--- src/audio_clock_pkg.sv ---
// Package with the register map, field layout and types of the audio serial clock unit.
package audio_clock_pkg;

    // Register byte offsets.
    localparam logic [3:0]  CTRL_OFFSET   = 4'h0;
    localparam logic [3:0]  STATUS_OFFSET = 4'h4;

    // Control register field positions.
    localparam int MASTER_OUT_INV_BIT   = 31;
    localparam int SERIAL_OUT_INV_BIT   = 30;
    localparam int FRAME_OUT_INV_BIT    = 29;
    localparam int MASTER_DIV_MSB       = 28;
    localparam int MASTER_DIV_LSB       = 24;
    localparam int SERIAL_DIV_MSB       = 23;
    localparam int SERIAL_DIV_LSB       = 19;
    localparam int MASTER_ENABLE_BIT    = 18;
    localparam int MASTER_SRC_BIT       = 16;
    localparam int SERIAL_SRC_BIT       = 12;
    localparam int FRAME_IN_INV_BIT     = 11;

    // Reset value and the bits that software can change.
    localparam logic [31:0] CTRL_RESET      = 32'h0000_0000;
    localparam logic [31:0] CTRL_WRITE_MASK = 32'hFFFD_1800;

    // Status register field positions.
    localparam int STAT_MASTER_BIT = 0;
    localparam int STAT_SERIAL_BIT = 1;
    localparam int STAT_ENABLE_BIT = 2;
    localparam int STAT_FRAME_BIT  = 3;

    // Divider field width.
    localparam int DIV_FIELD_WIDTH = 5;

    // AXI responses.
    localparam logic [1:0] RESP_OKAY   = 2'h0;
    localparam logic [1:0] RESP_SLVERR = 2'h2;

    // Source selections.
    localparam logic SRC_GENERIC       = 1'h0;
    localparam logic SRC_MASTER_PIN    = 1'h1;
    localparam logic SRC_DIVIDED       = 1'h0;
    localparam logic SRC_SERIAL_PIN    = 1'h1;

    // Control register layout, most significant field first.
    typedef struct packed {
        logic       master_clock_out_invert;
        logic       serial_clock_out_invert;
        logic       frame_sync_out_invert;
        logic [4:0] master_out_divide_factor;
        logic [4:0] serial_divide_factor;
        logic       master_clock_enable;
        logic       reserved_17;
        logic       master_source_select;
        logic [2:0] reserved_15_13;
        logic       serial_source_select;
        logic       frame_sync_in_invert;
        logic [10:0] reserved_10_0;
    } ctrl_t;

endpackage : audio_clock_pkg

--- src/clock_divider.sv ---
// Edge-counting divider that turns a sampled source clock into a divided clock level.
`timescale 1ns/10ps
module clock_divider #(
    parameter int WIDTH = 5
) (
    input  wire logic             aclk,      // System clock.
    input  wire logic             aresetn,   // Synchronous reset, active low.
    input  wire logic             enable,    // Divider runs while high.
    input  wire logic             src_level, // Sampled source clock level.
    input  wire logic             src_rise,  // One-cycle pulse at a source rising edge.
    input  wire logic [WIDTH-1:0] factor,    // Divide by factor plus one.
    output logic                  clk_out    // Divided clock level.
);
    import audio_clock_pkg::*;

    if (WIDTH < 1) begin : g_width_check
        $error("Divider needs a factor of at least one bit.");
    end

    logic [WIDTH-1:0] cnt;
    logic [WIDTH-1:0] next_cnt;
    logic [WIDTH:0]   half;

    // Wrap the count at the factor; the high phase is the first half of the period.
    // A count left above a newly lowered factor wraps at the next source rising edge instead of running to the top.
    assign next_cnt = (cnt >= factor) ? '0 : cnt + 1'b1;
    assign half     = ({1'b0, factor} + 1'b1) >> 1;

    // Clearing count and level to zero while disabled gives a clean first phase on enable.
    always_ff @(posedge aclk) begin
        if (!aresetn || !enable) begin
            cnt     <= '0;
            clk_out <= 1'b0;
        end else if (factor == '0) begin
            clk_out <= src_level;
        end else if (src_rise) begin
            cnt     <= next_cnt;
            clk_out <= ({1'b0, next_cnt} < half);
        end
    end

endmodule : clock_divider

--- src/audio_serial_clock_unit.sv ---
// Audio serial clock unit: source selection, dividers, inversions and AXI4-Lite registers.
`timescale 1ns/10ps
// Notes on behaviour
// - Invert master clock output when bit 31 set.
// - Invert serial clock output when bit 30 set.
// - Invert frame sync output when bit 29 set.
// - Master output divides source by field plus one.
// - Serial clock divides master clock by field plus one.
// - Enable bit zero stops division and output.
// - Bit 16 picks generic clock or pin.
// - Bit 12 picks divided clock or pin.
// - Invert incoming frame sync when bit 11 set.
module audio_serial_clock_unit #(
    parameter int DIV_WIDTH = audio_clock_pkg::DIV_FIELD_WIDTH
) (
    input  wire logic        aclk,                // System clock, 125 MHz.
    input  wire logic        aresetn,             // Synchronous reset, active low.
    input  wire logic [3:0]  s_axi_awaddr,        // Write address.
    input  wire logic        s_axi_awvalid,       // Write address valid.
    output logic             s_axi_awready,       // Write address ready.
    input  wire logic [31:0] s_axi_wdata,         // Write data.
    input  wire logic [3:0]  s_axi_wstrb,         // Write byte strobes.
    input  wire logic        s_axi_wvalid,        // Write data valid.
    output logic             s_axi_wready,        // Write data ready.
    output logic [1:0]       s_axi_bresp,         // Write response.
    output logic             s_axi_bvalid,        // Write response valid.
    input  wire logic        s_axi_bready,        // Write response ready.
    input  wire logic [3:0]  s_axi_araddr,        // Read address.
    input  wire logic        s_axi_arvalid,       // Read address valid.
    output logic             s_axi_arready,       // Read address ready.
    output logic [31:0]      s_axi_rdata,         // Read data.
    output logic [1:0]       s_axi_rresp,         // Read response.
    output logic             s_axi_rvalid,        // Read data valid.
    input  wire logic        s_axi_rready,        // Read data ready.
    input  wire logic        audio_generic_clock, // Internal generic clock level.
    input  wire logic        master_clock_pin_i,  // Master clock pin, input side.
    output logic             master_clock_pin_o,  // Master clock pin, output side.
    output logic             master_clock_pin_oe, // Master clock pin driven when high.
    input  wire logic        serial_clock_pin_i,  // Serial clock pin, input side.
    output logic             serial_clock_pin_o,  // Serial clock pin, output side.
    output logic             serial_clock_pin_oe, // Serial clock pin driven when high.
    input  wire logic        frame_sync_gen,      // Frame sync from the frame engine.
    output logic             frame_sync_pin_o,    // Frame sync toward the pin.
    input  wire logic        frame_sync_pin_i,    // Frame sync from the pin.
    output logic             frame_sync_used,     // Frame sync as the engine uses it.
    output logic             serial_clock         // Serial clock as the engine uses it.
);
    import audio_clock_pkg::*;

    if (DIV_WIDTH != DIV_FIELD_WIDTH) begin : g_width_check
        $error("Divider width must match the five-bit control fields.");
    end

    ctrl_t                ctrl;
    logic [31:0]          ctrl_bits;
    logic [31:0]          next_ctrl;
    logic [31:0]          status_bits;
    logic                 aw_held;
    logic                 w_held;
    logic [3:0]           aw_addr;
    logic [31:0]          w_data;
    logic [3:0]           w_strb;
    logic                 wr_fire;
    logic                 wr_hit;
    logic                 rd_fire;
    logic [31:0]          rd_value;
    logic                 rd_ok;
    logic                 enable;
    logic                 master_src;
    logic                 master_prev;
    logic                 master_rise;
    logic                 master_div;
    logic                 serial_div;

    // Write channel: address and data are caught in either order, answered together.
    assign s_axi_awready = !aw_held && !s_axi_bvalid;
    assign s_axi_wready  = !w_held && !s_axi_bvalid;
    assign wr_fire       = aw_held && w_held && !s_axi_bvalid;
    assign wr_hit        = (aw_addr == CTRL_OFFSET) || (aw_addr == STATUS_OFFSET);
    assign ctrl_bits     = ctrl;

    // Byte strobes merge per lane; reserved bits stay zero through the mask.
    for (genvar i = 0; i < 4; i++) begin : g_lane
        assign next_ctrl[8*i+7:8*i] = w_strb[i] ? (w_data[8*i+7:8*i] & CTRL_WRITE_MASK[8*i+7:8*i])
                                                : ctrl_bits[8*i+7:8*i];
    end

    // Address and data holding registers.
    always_ff @(posedge aclk) begin
        if (!aresetn) begin
            aw_held <= 1'b0;
            w_held  <= 1'b0;
            aw_addr <= 4'h0;
            w_data  <= 32'h0000_0000;
            w_strb  <= 4'h0;
        end else begin
            if (s_axi_awvalid && s_axi_awready) begin
                aw_held <= 1'b1;
                aw_addr <= s_axi_awaddr;
            end else if (wr_fire) begin
                aw_held <= 1'b0;
            end
            if (s_axi_wvalid && s_axi_wready) begin
                w_held <= 1'b1;
                w_data <= s_axi_wdata;
                w_strb <= s_axi_wstrb;
            end else if (wr_fire) begin
                w_held <= 1'b0;
            end
        end
    end

    // Control register and write response; the status word ignores writes.
    always_ff @(posedge aclk) begin
        if (!aresetn) begin
            ctrl         <= CTRL_RESET;
            s_axi_bvalid <= 1'b0;
            s_axi_bresp  <= RESP_OKAY;
        end else if (wr_fire) begin
            if (aw_addr == CTRL_OFFSET) begin
                ctrl <= next_ctrl;
            end
            s_axi_bvalid <= 1'b1;
            s_axi_bresp  <= wr_hit ? RESP_OKAY : RESP_SLVERR;
        end else if (s_axi_bready) begin
            s_axi_bvalid <= 1'b0;
        end
    end

    // Read channel: one read at a time, unmapped addresses answer with an error.
    assign s_axi_arready = !s_axi_rvalid;
    assign rd_fire       = s_axi_arvalid && s_axi_arready;
    assign rd_ok         = (s_axi_araddr == CTRL_OFFSET) || (s_axi_araddr == STATUS_OFFSET);
    assign rd_value      = (s_axi_araddr == CTRL_OFFSET) ? ctrl_bits :
                           (s_axi_araddr == STATUS_OFFSET) ? status_bits : 32'h0000_0000;
    assign status_bits   = {28'h000_0000, frame_sync_used, enable, serial_clock,
                            master_clock_pin_o};

    always_ff @(posedge aclk) begin
        if (!aresetn) begin
            s_axi_rvalid <= 1'b0;
            s_axi_rdata  <= 32'h0000_0000;
            s_axi_rresp  <= RESP_OKAY;
        end else if (rd_fire) begin
            s_axi_rvalid <= 1'b1;
            s_axi_rdata  <= rd_value;
            s_axi_rresp  <= rd_ok ? RESP_OKAY : RESP_SLVERR;
        end else if (s_axi_rready) begin
            s_axi_rvalid <= 1'b0;
        end
    end

    // Source selection and edge detection of the selected master clock.
    assign enable      = ctrl.master_clock_enable;
    assign master_src  = (ctrl.master_source_select == SRC_MASTER_PIN) ?
                         master_clock_pin_i : audio_generic_clock;
    assign master_rise = master_src && !master_prev;

    always_ff @(posedge aclk) begin
        if (!aresetn) begin
            master_prev <= 1'b0;
        end else begin
            master_prev <= master_src;
        end
    end

    // Both dividers count the same master edges, so they stay phase related.
    clock_divider #(.WIDTH(DIV_WIDTH)) u_master_div (
        .aclk      (aclk),
        .aresetn   (aresetn),
        .enable    (enable),
        .src_level (master_src),
        .src_rise  (master_rise),
        .factor    (ctrl.master_out_divide_factor),
        .clk_out   (master_div)
    );

    clock_divider #(.WIDTH(DIV_WIDTH)) u_serial_div (
        .aclk      (aclk),
        .aresetn   (aresetn),
        .enable    (enable),
        .src_level (master_src),
        .src_rise  (master_rise),
        .factor    (ctrl.serial_divide_factor),
        .clk_out   (serial_div)
    );

    // Pin drivers; an input-selected pin is never driven, so no contention with the source.
    assign master_clock_pin_oe = enable && (ctrl.master_source_select == SRC_GENERIC);
    assign serial_clock_pin_oe = (ctrl.serial_source_select == SRC_DIVIDED);

    // Registered outputs cost one cycle of latency but keep the pins glitch free.
    always_ff @(posedge aclk) begin
        if (!aresetn) begin
            master_clock_pin_o <= 1'b0;
            serial_clock_pin_o <= 1'b0;
            serial_clock       <= 1'b0;
            frame_sync_pin_o   <= 1'b0;
            frame_sync_used    <= 1'b0;
        end else begin
            master_clock_pin_o <= enable && (master_div ^ ctrl.master_clock_out_invert);
            serial_clock       <= (ctrl.serial_source_select == SRC_SERIAL_PIN) ?
                                  serial_clock_pin_i : serial_div;
            serial_clock_pin_o <= serial_div ^ ctrl.serial_clock_out_invert;
            frame_sync_pin_o   <= frame_sync_gen ^ ctrl.frame_sync_out_invert;
            frame_sync_used    <= frame_sync_pin_i ^ ctrl.frame_sync_in_invert;
        end
    end
endmodule : audio_serial_clock_unit

--- config.mk ---
export PLATFORM = sky130hd
export DESIGN_NAME = audio_serial_clock_unit
export DESIGN_NICKNAME = d
export VERILOG_FILES = /design/src/audio_clock_pkg.sv /design/src/clock_divider.sv /design/src/audio_serial_clock_unit.sv
export SDC_FILE = /design/constraint.sdc
export NUM_CORES = 1
export LEC_CHECK = 0
export ABC_AREA = 1
export BUFFER_PORTS_ARGS = -buffer_cell sky130_fd_sc_hd__buf_2
export CELL_PAD_IN_SITES_DETAIL_PLACEMENT = 0
export CELL_PAD_IN_SITES_GLOBAL_PLACEMENT = 2
export CORE_ASPECT_RATIO = 0.7
export CORE_UTILIZATION = 30
export CTS_CLUSTER_DIAMETER = 120
export DETAILED_ROUTE_END_ITERATION = 12
export GPL_TIMING_DRIVEN = 0
export HOLD_SLACK_MARGIN = 0.12
export PLACE_DENSITY = 0.79
export SKIP_LAST_GASP = 1
export SLEW_MARGIN = 15
export SYNTH_ARGS = -nofsm -noshare
export SYNTH_HDL_FRONTEND = slang
export SYNTH_SLANG_ARGS = --single-unit
--- constraint.sdc ---
create_clock -name aclk -period 2.35 [get_ports aclk]
set_input_delay 0.1175 -clock aclk [delete_from_list [all_inputs] [get_ports aclk]]
set_output_delay 0.1175 -clock aclk [all_outputs]
set_load 0.01 [all_outputs]
==> results.py <==
metrics = {
    "die": {
        "fp.dieArea_sq_um": 13600,
        "core_sq_um": 12600,
        "io-pin-count": 104,
        "start_util_pct": 31.2,
        "rows": 34,
        "die_h_um": 97.8,
        "die_x_um": 139,
    },
    "sta": {
        "hold_viol_final": 0,
        "tns_ns": 0,
        "min_period_over_period_pct": 93.0,
        "fmax_ghz": 0.458,
        "period_needed_ns": 2.18,
        "relSlewSlack_pct": 59.9,
        "setup_ws_ns": 0.165,
        "slew_violations": 0,
        "fin_worst_skew_ns": 0.00970,
        "worst_pin_slew_ns": 0.602,
        "finalSetupViolations": 0,
        "rsz0062_at_grt": "true",
    },
    "logic_synthesis": {
        "yosysMostFrequentCell": "nor2_1",
        "async_flop_share_pct": 0,
        "ys_ff_latch": 86,
        "synthCells": 499,
        "syn_area_sq_um": 3940,
        "synth_edf_count": 0,
        "synth_area_leaders": "dfxtp_1 (44%), nor2_1 (8.4%), ha_1 (7.6%), a21oi_1 (5.6%), nand2_1 (5.0%)",
        "yosysTopAreaCell": "dfxtp_1",
        "ys_warn_count": 0,
        "yosysTopAreaCellShare_pct": 43.8,
        "ys.flop_type": "dfxtp_1",
        "ys_seq_area_share_pct": 43.8,
        "yosysUniqueCellTypes": 32,
        "avgSynthCellArea_sq_um": 7.89,
        "netlist_top_cells_count": "nor2_1 (88), dfxtp_1 (86), nand2_1 (52), a21oi_1 (44), inv_1 (41)",
    },
    "job": {
        "max_cap_viol_count": 0,
    },
    "worst_setup_path": {
        "path_delay_family": "simple AND/OR/NAND/NOR gates",
        "cp_num_buf_inv": 2,
        "crit_arrival_ns": 2.46,
        "crit_chain": "inv_2, ha_4, nand2_1, nor2_1, nand2_1, and3_4, nand2_2, inv_1, ha_1, a21oi_1, o21ai_1, nor3_1, nand2_1, a21oi_2",
        "crit_path_top_delay_cell": "dfxtp_4",
        "crit_top_cell": "nand2_1",
        "max_stage_delay_ns": 0.38,
        "cp.required_ns": 2.63,
        "r2r_slack_ns": 0.17,
        "endpoint_kind": "flip-flop",
        "cp-start-kind": "flip-flop",
        "critical_path.max_fanout": 5,
        "critical_path_class": "reg2reg",
    },
    "power": {
        "irDropWorstVdd_v": 0.000329,
        "p_total_w": 0.00340,
        "power_density_nw_per_um2": 644,
        "leakagePower_nw": 2.44,
    },
    "layout": {
        "finalNonFillerCells": 793,
        "nNetsFinal": 707,
        "drive_gt1_share_pct": 24.1,
        "diodes": 0,
        "area_delta_synth_final_pct": 34.1,
    },
    "placement": {
        "dpl.hpwl_mm": 7.99,
        "place_ws_ns": -0.0183,
        "gp_congestion": 0.787,
        "dp.cells": 746,
        "portBuffers": 73,
    },
    "route": {
        "drc": 2,
        "drt-total-wl_mm": 10.5,
        "dr.pass1.iters": 8,
        "ant_nets": 0,
        "via_count": 3560,
        "viasPerCell": 4.49,
        "route.detailed.wl_per_inst_um": 13.2,
        "drt_iter0_drc": 163,
    },
    "clock_tree": {
        "clockRootBuffer": "clkbuf_16",
        "clkLatencyLatePin_ns": 0.34,
        "cts_buffers": 9,
        "clk_transition_reported_paths_ns": 0.07,
        "cts_tree": "done",
        "cts_sinks": 86,
        "clk_path_buf_depth": 2,
        "htree_levels": 3,
    },
    "outcome": {
        "outcome": "finished, violations left",
        "violations": "DRC",
    },
    "global_route": {
        "grt_pass1_wl_mm": 17.0,
        "grt_use_total_pct": 16.1,
        "grt-ovfl-total": 0,
        "grt_max_degree": 15,
        "antenna_found_initial": 0,
        "grt_pass1_vias": 3353,
    },
    "min_path": {
        "hold_path.class": "in2reg",
    },
}
[per-stage QoR]
step / instance area (sq um) / util (%) / hold slack, ns
detailed placement: 4550 / 36.1 / 0.374
global placement: 4550 / 36.1 / 0.364
CTS: 5180 / 41.1 / 0.122
floorplan: 3980 / - / 0.252
finish: 5280 / 41.9 / 0.118
global route: 5280 / 41.9 / 0.132
[cells in the final DEF (no fill, tap or decap), types with 2 or more instances in the layout]
cell	count
a31oi_1	2
conb_1	13
ha_4	3
a32oi_1	17
buf_4	15
nor2_1	88
o21ai_0	36
buf_1	2
ha_1	21
a21oi_2	4
nand4_1	2
dlygate4sd3_1	31
dfxtp_2	2
clkbuf_1	9
nand3_2	2
o21ai_1	22
nand3_1	12
nor2_2	4
inv_2	11
dfxtp_1	78
bufinv_16	2
xor2_1	7
dfxtp_4	6
buf_2	81
clkbuf_16	9
inv_1	39
nand2_1	50
a21oi_1	40
xnor2_1	6
nand2_2	3
[cells by family (layout without fill, tap and decap cells)]
family / count (synthesis) / count (layout) / share of synthesized area (%)
AOI/OAI and AO/OA: 124 / 124 / 17.7
xor gates and xnor gates: 13 / 13 / 2.89
adders and majority gates: 24 / 24 / 7.63
buffers and inverters: 83 / 203 / 9.51
DFF: 86 / 86 / 43.8
other: 1 / 13 / 0.0953
and+or+nand+nor: 168 / 168 / 18.4
[routing by layer]
metal	global-route usage [%]	part of all wire (%)
met5	0	0
met4	5.30	1.6
met3	4.27	4.9
met2	23.5	40
met1	22.7	53
[registers in the layout (all words and copies together), names as in the netlist, 3 cells and up]
name              cells
s_axi_rdata          21
w_data               17
ctrl                 16
u_master_div.cnt      5
u_serial_div.cnt      5
aw_addr               4
w_strb                3
[report_power, final]
group	switching (W)	leakage (nW)	internal, W	total [W]
combinational	0.000179	1.58	0.000143	0.000322
clock	0.000582	0.159	0.000958	0.00154
sequential	0.0000327	0.706	0.00151	0.00154
total	0.000794	2.44	0.00261	0.00340
[cell type report]
| cell class | count | area, sq um |
|---|---|---|
| Fill cell | 1316 | 7320 |
| Clock buffer | 10 | 239 |
| Buffer | 33 | 186 |
| Tap cell | 162 | 203 |
| Timing Repair Buffer | 105 | 683 |
| Inverter | 50 | 188 |
| Clock inverter | 5 | 82.6 |
| Multi-Input combinational cell | 342 | 1950 |
| Sequential cell | 86 | 1750 |
[what timing repair did]
| action | 4_1_cts | 5_1_grt |
|---|---|---|
| gates resized for setup | 1 | 29 |
| hold endpoints to repair | 33 | 0 |
| setup buffers | 0 | 1 |
| pin swaps | 0 | 5 |
| hold buffers | 31 | 0 |
| setup endpoints to repair | 1 | 2 |
[final timing paths]
check / startpoint / endpoint / cells past startpoint
setup reg to reg: ctrl[28] / u_master_div.clk_out / 14
setup / recovery: ctrl[28] / u_master_div.clk_out / 14
hold / removal: aresetn / s_axi_rvalid / 2
hold reg to reg: aw_addr[0] / aw_addr[0] / 2
No activity file was read; power rests on OpenSTA's default activity.
